--- src/hw/link_status_pkg.sv ---
// constants, register map and field layout for the link status monitor
package link_status_pkg;
	localparam int NUM_LANES = 8;
	localparam logic [6:0] WORD_LOCK_GOOD = 7'h40;
	localparam logic [4:0] WORD_LOSS_BAD = 5'h10;
	localparam logic [5:0] WORD_WINDOW_LAST = 6'h3F;
	localparam logic [2:0] SYNC_LOCK_GOOD = 3'h4;
	localparam logic [2:0] SYNC_LOSS_BAD = 3'h4;
	localparam logic [28:0] LOCK_TICK_CYCLES = 29'h12F4_4B80;
	localparam logic [15:0] COUNT16_FULL = 16'hFFFF;
	localparam logic [7:0] COUNT8_FULL = 8'hFF;

	localparam logic [7:0] REG_CTRL = 8'h00;
	localparam logic [7:0] REG_HUNGRY_THRESH = 8'h04;
	localparam logic [7:0] REG_STATUS = 8'h08;
	localparam logic [7:0] REG_FLAGS = 8'h0C;
	localparam logic [7:0] REG_LOCKED_TIME = 8'h10;
	localparam logic [7:0] REG_CRC24_COUNT = 8'h14;
	localparam logic [7:0] REG_WORD_LOCK = 8'h18;
	localparam logic [7:0] REG_SYNC_LOCK = 8'h1C;
	localparam logic [7:0] REG_CRC32_LO = 8'h20;
	localparam logic [7:0] REG_CRC32_HI = 8'h24;

	localparam int CTRL_PROTECT_BIT = 0;
	localparam int CTRL_CLEAR_BIT = 1;
	localparam logic CTRL_PROTECT_RESET = 1'b1;
	localparam logic [7:0] HUNGRY_THRESH_RESET = 8'h04;

	localparam int STATUS_ALL_WORD_BIT = 0;
	localparam int STATUS_ALL_SYNC_BIT = 1;
	localparam int STATUS_FULL_BIT = 2;
	localparam int STATUS_ALIGN_BIT = 3;

	localparam int FLAG_RX_OVERFLOW = 0;
	localparam int FLAG_TX_OVERFLOW = 1;
	localparam int FLAG_TX_UNDERFLOW = 2;
	localparam int FLAG_TX_HUNGRY = 3;
	localparam int NUM_FLAGS = 4;

	localparam logic [1:0] RESP_OKAY = 2'b00;
	localparam logic [1:0] RESP_SLVERR = 2'b10;

	typedef enum logic [1:0] {
		rd_idle = 2'b01,
		rd_answer = 2'b10
	} read_state_t;
endpackage

--- src/hw/link_status_monitor.sv ---
// link receive and transmit status monitor with an axi4-lite register slave
`timescale 1ns/1ps
module link_status_monitor
	import link_status_pkg::*;
#(
	parameter logic [28:0] LOCK_TICK = LOCK_TICK_CYCLES
)
(
	input wire logic core_clk,
	input wire logic rst,
	input wire logic [NUM_LANES-1:0] lane_header_valid,
	input wire logic [NUM_LANES-1:0] lane_header_legal,
	input wire logic [NUM_LANES-1:0] lane_meta_valid,
	input wire logic [NUM_LANES-1:0] lane_meta_good,
	input wire logic lane_align_done,
	input wire logic crc24_error,
	input wire logic [NUM_LANES-1:0] lane_crc32_error,
	input wire logic rx_word_arrive,
	input wire logic rx_mac_ready,
	input wire logic [7:0] tx_fifo_level,
	input wire logic tx_fifo_write,
	input wire logic tx_fifo_full,
	input wire logic tx_fifo_read,
	input wire logic tx_fifo_empty,
	output logic [NUM_LANES-1:0] lane_word_lock,
	output logic [NUM_LANES-1:0] lane_sync_lock,
	output logic all_word_locked,
	output logic all_sync_locked,
	output logic fully_locked,
	output logic [15:0] locked_time,
	output logic [15:0] crc24_error_count,
	output logic [8*NUM_LANES-1:0] lane_crc_error_counters,
	output logic rx_overflow,
	output logic tx_hungry,
	output logic tx_idle_insert,
	output logic tx_overflow,
	output logic tx_underflow,
	input wire logic [7:0] s_axi_awaddr,
	input wire logic s_axi_awvalid,
	output logic s_axi_awready,
	input wire logic [31:0] s_axi_wdata,
	input wire logic [3:0] s_axi_wstrb,
	input wire logic s_axi_wvalid,
	output logic s_axi_wready,
	output logic [1:0] s_axi_bresp,
	output logic s_axi_bvalid,
	input wire logic s_axi_bready,
	input wire logic [7:0] s_axi_araddr,
	input wire logic s_axi_arvalid,
	output logic s_axi_arready,
	output logic [31:0] s_axi_rdata,
	output logic [1:0] s_axi_rresp,
	output logic s_axi_rvalid,
	input wire logic s_axi_rready
);

	function automatic logic reg_hit(input logic [7:0] addr, input logic [7:0] offset);
		reg_hit = (addr[7:2] == offset[7:2]);
	endfunction

	function automatic logic reg_mapped(input logic [7:0] addr);
		reg_mapped = reg_hit(addr, REG_CTRL) || reg_hit(addr, REG_HUNGRY_THRESH)
			|| reg_hit(addr, REG_STATUS) || reg_hit(addr, REG_FLAGS)
			|| reg_hit(addr, REG_LOCKED_TIME) || reg_hit(addr, REG_CRC24_COUNT)
			|| reg_hit(addr, REG_WORD_LOCK) || reg_hit(addr, REG_SYNC_LOCK)
			|| reg_hit(addr, REG_CRC32_LO) || reg_hit(addr, REG_CRC32_HI);
	endfunction

	logic underflow_protect;
	logic [7:0] hungry_thresh;
	logic clear_counters;
	logic [NUM_FLAGS-1:0] sticky_flags;
	logic [NUM_FLAGS-1:0] flag_clear;
	logic [NUM_FLAGS-1:0] flag_events;

	// write channel holding registers
	logic aw_held;
	logic [7:0] aw_addr_q;
	logic w_held;
	logic [31:0] w_data_q;
	logic [3:0] w_strb_q;
	logic do_write;
	read_state_t read_state;
	logic [31:0] next_rdata;

	assign do_write = aw_held && w_held && !s_axi_bvalid;

	always_ff @(posedge core_clk)
	begin
		if (rst)
		begin
			aw_held <= 1'b0;
			aw_addr_q <= 8'h00;
			s_axi_awready <= 1'b0;
		end
		else if (s_axi_awvalid && s_axi_awready)
		begin
			aw_held <= 1'b1;
			aw_addr_q <= s_axi_awaddr;
			s_axi_awready <= 1'b0;
		end
		else if (do_write)
		begin
			aw_held <= 1'b0;
			s_axi_awready <= 1'b1;
		end
		else if (!aw_held)
		begin
			s_axi_awready <= 1'b1;
		end
	end

	always_ff @(posedge core_clk)
	begin
		if (rst)
		begin
			w_held <= 1'b0;
			w_data_q <= 32'h0000_0000;
			w_strb_q <= 4'h0;
			s_axi_wready <= 1'b0;
		end
		else if (s_axi_wvalid && s_axi_wready)
		begin
			w_held <= 1'b1;
			w_data_q <= s_axi_wdata;
			w_strb_q <= s_axi_wstrb;
			s_axi_wready <= 1'b0;
		end
		else if (do_write)
		begin
			w_held <= 1'b0;
			s_axi_wready <= 1'b1;
		end
		else if (!w_held)
		begin
			s_axi_wready <= 1'b1;
		end
	end

	always_ff @(posedge core_clk)
	begin
		if (rst)
		begin
			s_axi_bvalid <= 1'b0;
			s_axi_bresp <= RESP_OKAY;
		end
		else if (do_write)
		begin
			s_axi_bvalid <= 1'b1;
			s_axi_bresp <= reg_mapped(aw_addr_q) ? RESP_OKAY : RESP_SLVERR;
		end
		else if (s_axi_bready)
		begin
			s_axi_bvalid <= 1'b0;
		end
	end

	// control registers; only byte lane 0 carries fields
	always_ff @(posedge core_clk)
	begin
		if (rst)
		begin
			underflow_protect <= CTRL_PROTECT_RESET;
			hungry_thresh <= HUNGRY_THRESH_RESET;
			clear_counters <= 1'b0;
			flag_clear <= '0;
		end
		else
		begin
			clear_counters <= 1'b0;
			flag_clear <= '0;
			if (do_write && w_strb_q[0])
			begin
				if (reg_hit(aw_addr_q, REG_CTRL))
				begin
					underflow_protect <= w_data_q[CTRL_PROTECT_BIT];
					clear_counters <= w_data_q[CTRL_CLEAR_BIT];
				end
				if (reg_hit(aw_addr_q, REG_HUNGRY_THRESH))
				begin
					hungry_thresh <= w_data_q[7:0];
				end
				if (reg_hit(aw_addr_q, REG_FLAGS))
				begin
					flag_clear <= w_data_q[NUM_FLAGS-1:0];
				end
			end
		end
	end

	always_comb
	begin
		next_rdata = 32'h0000_0000;
		case (1'b1)
			reg_hit(s_axi_araddr, REG_CTRL):
			begin
				next_rdata[CTRL_PROTECT_BIT] = underflow_protect;
			end
			reg_hit(s_axi_araddr, REG_HUNGRY_THRESH):
			begin
				next_rdata[7:0] = hungry_thresh;
			end
			reg_hit(s_axi_araddr, REG_STATUS):
			begin
				next_rdata[STATUS_ALL_WORD_BIT] = all_word_locked;
				next_rdata[STATUS_ALL_SYNC_BIT] = all_sync_locked;
				next_rdata[STATUS_FULL_BIT] = fully_locked;
				next_rdata[STATUS_ALIGN_BIT] = lane_align_done;
			end
			reg_hit(s_axi_araddr, REG_FLAGS):
			begin
				next_rdata[NUM_FLAGS-1:0] = sticky_flags;
			end
			reg_hit(s_axi_araddr, REG_LOCKED_TIME):
			begin
				next_rdata[15:0] = locked_time;
			end
			reg_hit(s_axi_araddr, REG_CRC24_COUNT):
			begin
				next_rdata[15:0] = crc24_error_count;
			end
			reg_hit(s_axi_araddr, REG_WORD_LOCK):
			begin
				next_rdata[NUM_LANES-1:0] = lane_word_lock;
			end
			reg_hit(s_axi_araddr, REG_SYNC_LOCK):
			begin
				next_rdata[NUM_LANES-1:0] = lane_sync_lock;
			end
			reg_hit(s_axi_araddr, REG_CRC32_LO):
			begin
				next_rdata = lane_crc_error_counters[31:0];
			end
			reg_hit(s_axi_araddr, REG_CRC32_HI):
			begin
				next_rdata = lane_crc_error_counters[63:32];
			end
			default:
			begin
				next_rdata = 32'h0000_0000;
			end
		endcase
	end

	always_ff @(posedge core_clk)
	begin
		if (rst)
		begin
			read_state <= rd_idle;
			s_axi_arready <= 1'b0;
			s_axi_rvalid <= 1'b0;
			s_axi_rdata <= 32'h0000_0000;
			s_axi_rresp <= RESP_OKAY;
		end
		else
		begin
			case (read_state)
				rd_idle:
				begin
					s_axi_arready <= 1'b1;
					if (s_axi_arvalid && s_axi_arready)
					begin
						s_axi_arready <= 1'b0;
						s_axi_rvalid <= 1'b1;
						s_axi_rdata <= next_rdata;
						s_axi_rresp <= reg_mapped(s_axi_araddr) ? RESP_OKAY : RESP_SLVERR;
						read_state <= rd_answer;
					end
				end
				rd_answer:
				begin
					if (s_axi_rready)
					begin
						s_axi_rvalid <= 1'b0;
						s_axi_arready <= 1'b1;
						read_state <= rd_idle;
					end
				end
				default:
				begin
					read_state <= rd_idle;
					s_axi_arready <= 1'b0;
					s_axi_rvalid <= 1'b0;
				end
			endcase
		end
	end

	// per-lane lock tracking and crc-32 counters
	genvar lane;
	generate
		for (lane = 0; lane < NUM_LANES; lane++)
		begin : g_lane
			logic word_lock_q;
			logic sync_lock_q;
			logic [6:0] good_run;
			logic [5:0] window_pos;
			logic [4:0] bad_in_window;
			logic [2:0] sync_run;
			logic [7:0] crc32_count;

			assign lane_word_lock[lane] = word_lock_q;
			assign lane_sync_lock[lane] = sync_lock_q;
			assign lane_crc_error_counters[8*lane+7:8*lane] = crc32_count;

			always_ff @(posedge core_clk)
			begin
				if (rst)
				begin
					word_lock_q <= 1'b0;
					good_run <= 7'h00;
					window_pos <= 6'h00;
					bad_in_window <= 5'h00;
				end
				else if (lane_header_valid[lane] && !word_lock_q)
				begin
					if (!lane_header_legal[lane])
					begin
						good_run <= 7'h00;
					end
					else if (good_run == WORD_LOCK_GOOD - 7'h01)
					begin
						word_lock_q <= 1'b1;
						good_run <= 7'h00;
						window_pos <= 6'h00;
						bad_in_window <= 5'h00;
					end
					else
					begin
						good_run <= good_run + 7'h01;
					end
				end
				else if (lane_header_valid[lane])
				begin
					window_pos <= window_pos + 6'h01;
					if (!lane_header_legal[lane] && bad_in_window == WORD_LOSS_BAD - 5'h01)
					begin
						word_lock_q <= 1'b0;
						bad_in_window <= 5'h00;
					end
					else if (window_pos == WORD_WINDOW_LAST)
					begin
						bad_in_window <= 5'h00;
					end
					else if (!lane_header_legal[lane])
					begin
						bad_in_window <= bad_in_window + 5'h01;
					end
				end
			end

			// seed recovery is folded into meta_good by the descrambler
			always_ff @(posedge core_clk)
			begin
				if (rst || !word_lock_q)
				begin
					sync_lock_q <= 1'b0;
					sync_run <= 3'h0;
				end
				else if (lane_meta_valid[lane])
				begin
					if (lane_meta_good[lane] == sync_lock_q)
					begin
						sync_run <= 3'h0;
					end
					else if (!sync_lock_q && sync_run == SYNC_LOCK_GOOD - 3'h1)
					begin
						sync_lock_q <= 1'b1;
						sync_run <= 3'h0;
					end
					else if (sync_lock_q && sync_run == SYNC_LOSS_BAD - 3'h1)
					begin
						sync_lock_q <= 1'b0;
						sync_run <= 3'h0;
					end
					else
					begin
						sync_run <= sync_run + 3'h1;
					end
				end
			end

			always_ff @(posedge core_clk)
			begin
				if (rst || clear_counters)
				begin
					crc32_count <= 8'h00;
				end
				else if (lane_crc32_error[lane] && crc32_count != COUNT8_FULL)
				begin
					crc32_count <= crc32_count + 8'h01;
				end
			end
		end
	endgenerate

	// aggregates lag the lane bits by one cycle, full lock by two
	logic next_fully_locked;
	assign next_fully_locked = all_word_locked && all_sync_locked && lane_align_done;

	always_ff @(posedge core_clk)
	begin
		if (rst)
		begin
			all_word_locked <= 1'b0;
			all_sync_locked <= 1'b0;
			fully_locked <= 1'b0;
		end
		else
		begin
			all_word_locked <= &lane_word_lock;
			all_sync_locked <= &lane_sync_lock;
			fully_locked <= next_fully_locked;
		end
	end

	logic [28:0] tick_count;

	// value is kept after lock loss so software can read the last span
	always_ff @(posedge core_clk)
	begin
		if (rst || (next_fully_locked && !fully_locked))
		begin
			tick_count <= 29'h0000_0000;
			locked_time <= 16'h0000;
		end
		else if (fully_locked)
		begin
			if (tick_count == LOCK_TICK - 29'h0000_0001)
			begin
				tick_count <= 29'h0000_0000;
				if (locked_time != COUNT16_FULL)
				begin
					locked_time <= locked_time + 16'h0001;
				end
			end
			else
			begin
				tick_count <= tick_count + 29'h0000_0001;
			end
		end
	end

	always_ff @(posedge core_clk)
	begin
		if (rst || clear_counters)
		begin
			crc24_error_count <= 16'h0000;
		end
		else if (crc24_error && crc24_error_count != COUNT16_FULL)
		begin
			crc24_error_count <= crc24_error_count + 16'h0001;
		end
	end

	// event flags; one cycle after their cause, all on core_clk
	always_ff @(posedge core_clk)
	begin
		if (rst)
		begin
			rx_overflow <= 1'b0;
			tx_hungry <= 1'b0;
			tx_idle_insert <= 1'b0;
			tx_overflow <= 1'b0;
			tx_underflow <= 1'b0;
		end
		else
		begin
			rx_overflow <= rx_word_arrive && !rx_mac_ready;
			tx_hungry <= tx_fifo_level < hungry_thresh;
			tx_idle_insert <= underflow_protect && (tx_fifo_level < hungry_thresh);
			tx_overflow <= tx_fifo_write && tx_fifo_full;
			tx_underflow <= tx_fifo_read && tx_fifo_empty && !underflow_protect;
		end
	end

	assign flag_events[FLAG_RX_OVERFLOW] = rx_overflow;
	assign flag_events[FLAG_TX_OVERFLOW] = tx_overflow;
	assign flag_events[FLAG_TX_UNDERFLOW] = tx_underflow;
	assign flag_events[FLAG_TX_HUNGRY] = tx_hungry;

	// a new event in the clearing cycle survives the clear
	always_ff @(posedge core_clk)
	begin
		if (rst)
		begin
			sticky_flags <= '0;
		end
		else
		begin
			sticky_flags <= (sticky_flags & ~flag_clear) | flag_events;
		end
	end

endmodule

--- config.mk ---
export PLATFORM = sky130hd
export DESIGN_NAME = link_status_monitor
export DESIGN_NICKNAME = d
export VERILOG_FILES = /design/src/hw/link_status_pkg.sv /design/src/hw/link_status_monitor.sv
export SDC_FILE = /design/constraint.sdc
export NUM_CORES = 1
export LEC_CHECK = 0
export BUFFER_PORTS_ARGS = -buffer_cell sky130_fd_sc_hd__buf_2
export CORE_ASPECT_RATIO = 1.5
export CORE_UTILIZATION = 34
export DETAILED_ROUTE_END_ITERATION = 8
export HOLD_SLACK_MARGIN = 0.12
export PLACE_DENSITY_LB_ADDON = 0.12
export RECOVER_POWER = 50
export SYNTH_ARGS = -nofsm -noshare
export SYNTH_HDL_FRONTEND = slang
export SYNTH_SLANG_ARGS = --single-unit
--- constraint.sdc ---
create_clock -name core_clk -period 2 [get_ports core_clk]
set_input_delay 0.3 -clock core_clk [delete_from_list [all_inputs] [get_ports core_clk]]
set_output_delay 0.3 -clock core_clk [all_outputs]
set_load 0.01 [all_outputs]
==> run metrics <==
iteration count of the initial detailed-routing pass=5; mean number of vias per cell=5.24; Pwr Density=753 nW/um2; number of buffers on the longest clock path=3; via count=17,600; clk_skew=0.0170 ns; core area=54,700 um2; global route total overflow=0; crit path capture type=register; post-synthesis sequential area ratio=0.418; critical register-to-register path startpoint=tick_count[7]$_SDFFE_PP0P_; critical setup path kind=register to register; outcome=finished with violations; CTS tree=done; number of cells on the critical path=6; total buffers and inverters traversed by the critical path=1; Post-Syn Area=18,800 um2; max-cap violations=0; number of global-route vias before repair=17,200; global-route wire length before repair=91.4 mm; Post-DP Area=21,600 um2; worst hold start=lane_meta_good[1]; arrival time reported for the critical path endpoint=2.69 ns; I/O pin total=276; share of the synthesized area in the top cell type=0.418; slowest cell on the critical path=sky130_fd_sc_hd__or4b_4; final core area utilization=0.430; slack of the worst reg-to-reg path=-0.19 ns; setup repair after global routing missed its margin=true; count of distinct cell types in the synthesized netlist=79; DRC viols=0; final critical delay including setup and external delays=2.19 ns; number of warning messages in the yosys log=0; Largest delay share family, worst path=simple AND/OR/NAND/NOR gates; worst min-delay path class=input pin to register; total negative slack=-1.38 ns; share of the cycle needed by the critical path after routing=1.10; WL per Instance=17.4 um; leading cell types in the layout, fill and taps excluded=390 x sky130_fd_sc_hd__dfxtp_1, 298 x sky130_fd_sc_hd__nor2_1, 223 x sky130_fd_sc_hd__nand2_1, 158 x sky130_fd_sc_hd__clkbuf_1, 128 x sky130_fd_sc_hd__buf_2; CTS buffer count=43; total track usage=0.203; area of the die=56,200 um2; worst ir drop on vdd=561 uV; Rel. slew slack=0.563; proportion of synthesized flip-flops having asynchronous set or reset=0; total non-filler cell area in the finished layout=23,500 um2; type of origin of the critical path=register; detailed router's first-iteration violation count=784; antenna violations before repair=4; CP Max Fanout=25; Crit path required time=2.50 ns; floorplan die width=194 um; Synth area leaders=sky130_fd_sc_hd__dfxtp_1 42%, sky130_fd_sc_hd__nor2_1 6.0%, sky130_fd_sc_hd__nand2_1 4.5%, sky130_fd_sc_hd__xor2_1 4.4%, sky130_fd_sc_hd__ha_1 4.0%; endpoint of the worst-slack reg-to-reg timing path=locked_time[9]$_SDFFE_PP0P_; final number of max-transition violations=0; start point of the critical path=tick_count[7]$_SDFFE_PP0P_; worst setup slack after layout=-0.193 ns; Tightest Pin Transition=0.655 ns; maximum level of the CTS H-tree=2; Post-DRT Antenna Nets=0; number of register bits inferred by synthesis=392; Worst-path clk slew=0.06 ns; area added between synthesis and finish=25.1%; layout cell share with drive strength beyond 1=0.136; Worst setup endpoint=locked_time[9]$_SDFFE_PP0P_; number of rows in the core area=105; number of nets in the layout=2,813; vertical extent of the die=290 um; gate count of the mapped netlist=2,242; leading cell type in the layout, fill and taps excluded=sky130_fd_sc_hd__dfxtp_1; worst-skew pair later-pin latency=0.55 ns; number of enable flip-flop cells after synthesis=0; half-perimeter wire length after detailed placement=43.5 mm; number of cells on the worst reg-to-reg path=6; series of cell instances along the critical path=or4b_4 > nor4_4 > o2111ai_2 > buf_12 > or4_1 > nand2_1; final setup fails=14; buffers added on ports=242; Initial Util=0.343; routability cong.=0.844; library cell with the largest summed area after synthesis=sky130_fd_sc_hd__dfxtp_1; Post-Route WL=58.7 mm; highest clock frequency the design can meet=456 MHz; CTS Sinks=392; maximum number of pins on one net before global-route repair=81; static power due to leakage=9.16 nW; hold violation count in the final report=0; violations in the final reports=negative setup slack; longest individual stage delay on the worst path=0.56 ns; Clock Root Buffer=sky130_fd_sc_hd__clkbuf_16; Post-Synthesis Mean Instance Area=8.37 um2; most used flip-flop cell after synthesis=sky130_fd_sc_hd__dfxtp_1
worst reg2reg max path, delay by kind of cell (launching register included):
| kind | cells | cell delay, ns |
|---|---|---|
| and+or+nand+nor | 4 | 1.45 |
| buffers and inverters | 1 | 0.20 |
| AOI/OAI and AO/OA | 1 | 0.19 |
| DFF | 1 | 0.31 |
cells in the mapped netlist, types with 9 or more instances:
master                     instances
sky130_fd_sc_hd__dfxtp_1         392
sky130_fd_sc_hd__nor2_1          298
sky130_fd_sc_hd__nand2_1         224
sky130_fd_sc_hd__a21oi_1         125
sky130_fd_sc_hd__nand3_1         112
sky130_fd_sc_hd__xor2_1           95
sky130_fd_sc_hd__o21ai_0          85
sky130_fd_sc_hd__clkbuf_1         78
sky130_fd_sc_hd__nand4_1          70
sky130_fd_sc_hd__and3_1           66
sky130_fd_sc_hd__nor3_1           63
sky130_fd_sc_hd__inv_1            62
sky130_fd_sc_hd__ha_1             60
sky130_fd_sc_hd__xnor2_1          47
sky130_fd_sc_hd__mux2i_1          38
sky130_fd_sc_hd__nand2b_1         33
sky130_fd_sc_hd__or3_1            33
sky130_fd_sc_hd__nor2b_1          23
sky130_fd_sc_hd__and4_1           22
sky130_fd_sc_hd__o31ai_1          22
sky130_fd_sc_hd__a31oi_1          18
sky130_fd_sc_hd__buf_4            18
sky130_fd_sc_hd__a221oi_1         16
sky130_fd_sc_hd__o211ai_1         16
sky130_fd_sc_hd__a22oi_1          15
sky130_fd_sc_hd__nor4_1           15
sky130_fd_sc_hd__and2_1           14
sky130_fd_sc_hd__a21o_1           13
sky130_fd_sc_hd__nand3b_1         11
sky130_fd_sc_hd__a211oi_1         10
sky130_fd_sc_hd__a22o_1            9
logic make-up (layout without fill, tap and decap cells):
kind of cell	Yosys count	count (layout)	synth area share
multiplexers	46	46	0.0251
AND/OR/NAND/NOR	1025	1025	0.270
buffers and inverters	168	593	0.0377
XOR/XNOR	142	142	0.0663
flip-flops	392	392	0.418
adder cells (fa/ha/maj)	60	60	0.0400
other	1	4	0.000200
AO/OA/AOI/OAI	408	408	0.142
worst min path at each step:
| stage | endpoint | depth (start not counted) | slack (ns) |
|---|---|---|---|
| 2_1_floorplan | rx_overflow$_SDFF_PP0_ | 1 | 0.38 |
| 3_3_place_gp | g_lane[5].sync_run[2]$_SDFFE_PP0P_ | 2 | 0.43 |
| 3_5_place_dp | g_lane[3].sync_run[2]$_SDFFE_PP0P_ | 2 | 0.43 |
| 4_1_cts | g_lane[5].window_pos[0]$_SDFFE_PP0P_ | 3 | 0.12 |
| 5_1_grt | g_lane[1].sync_lock_q$_SDFFE_PP0P_ | 3 | 0.15 |
| 6_report | g_lane[1].sync_lock_q$_SDFFE_PP0P_ | 3 | 0.15 |
through the flow:
stage	std cells	hold WS [ns]	power, mW	worst slack, ns
2_1_floorplan	2243	0.376	9.07	-0.0361
3_3_place_gp	3223	0.429	9.71	-0.151
3_5_place_dp	3223	0.434	9.73	-0.159
4_1_cts	3355	0.122	18.0	-0.154
5_1_grt	3364	0.147	18.4	-0.221
6_report	3365	0.154	17.7	-0.193
sequential cells by signal, indices dropped and copies added (netlist names), 4 cells and up:
signal                count
flag_clear                4
g_lane.sync_lock_q        8
g_lane.window_pos        48
locked_time              16
w_data_q                  8
sticky_flags              4
tick_count               29
g_lane.sync_run          24
crc24_error_count        16
hungry_thresh             8
g_lane.good_run          56
aw_addr_q                 6
g_lane.word_lock_q        8
g_lane.bad_in_window     40
s_axi_rdata              32
g_lane.crc32_count       64
metal layers:
layer  part of all wire  track usage  vias to the layer above  routed length [um]
li1                   -            -                     8808                   -
met1               0.41        0.228                     8355               23900
met2               0.50        0.368                      353               29100
met3              0.059       0.0505                      109                3470
met4              0.037       0.0792                        6                2150
met5            0.00060            0                        -                  35
power breakdown:
part	leakage, nW	internal, mW	switching [mW]
registers	3.17	7.98	0.155
logic	5.29	0.592	0.880
clock network	0.700	4.76	3.30
what timing repair did:
action / 4_1_cts / 5_1_grt
resized for setup: 2 / 18
cloned: 0 / 3
pin swaps: 2 / 10
hold endpoints to repair: 57 / 0
endpoints found under the setup margin: 13 / 47
buffers inserted: 0 / 5
hold buffers: 57 / 0
layout make-up:
class	count	area (um2)
Timing Repair Buffer	455	2790
Fill cell	5614	31200
Clock buffer	65	1310
Multi-Input combinational cell	1683	10300
Antenna cell	2	5.00
Tap cell	695	870
Sequential cell	392	7850
Clock inverter	10	103
Inverter	63	236
No activity file was read; power rests on OpenSTA's default activity.
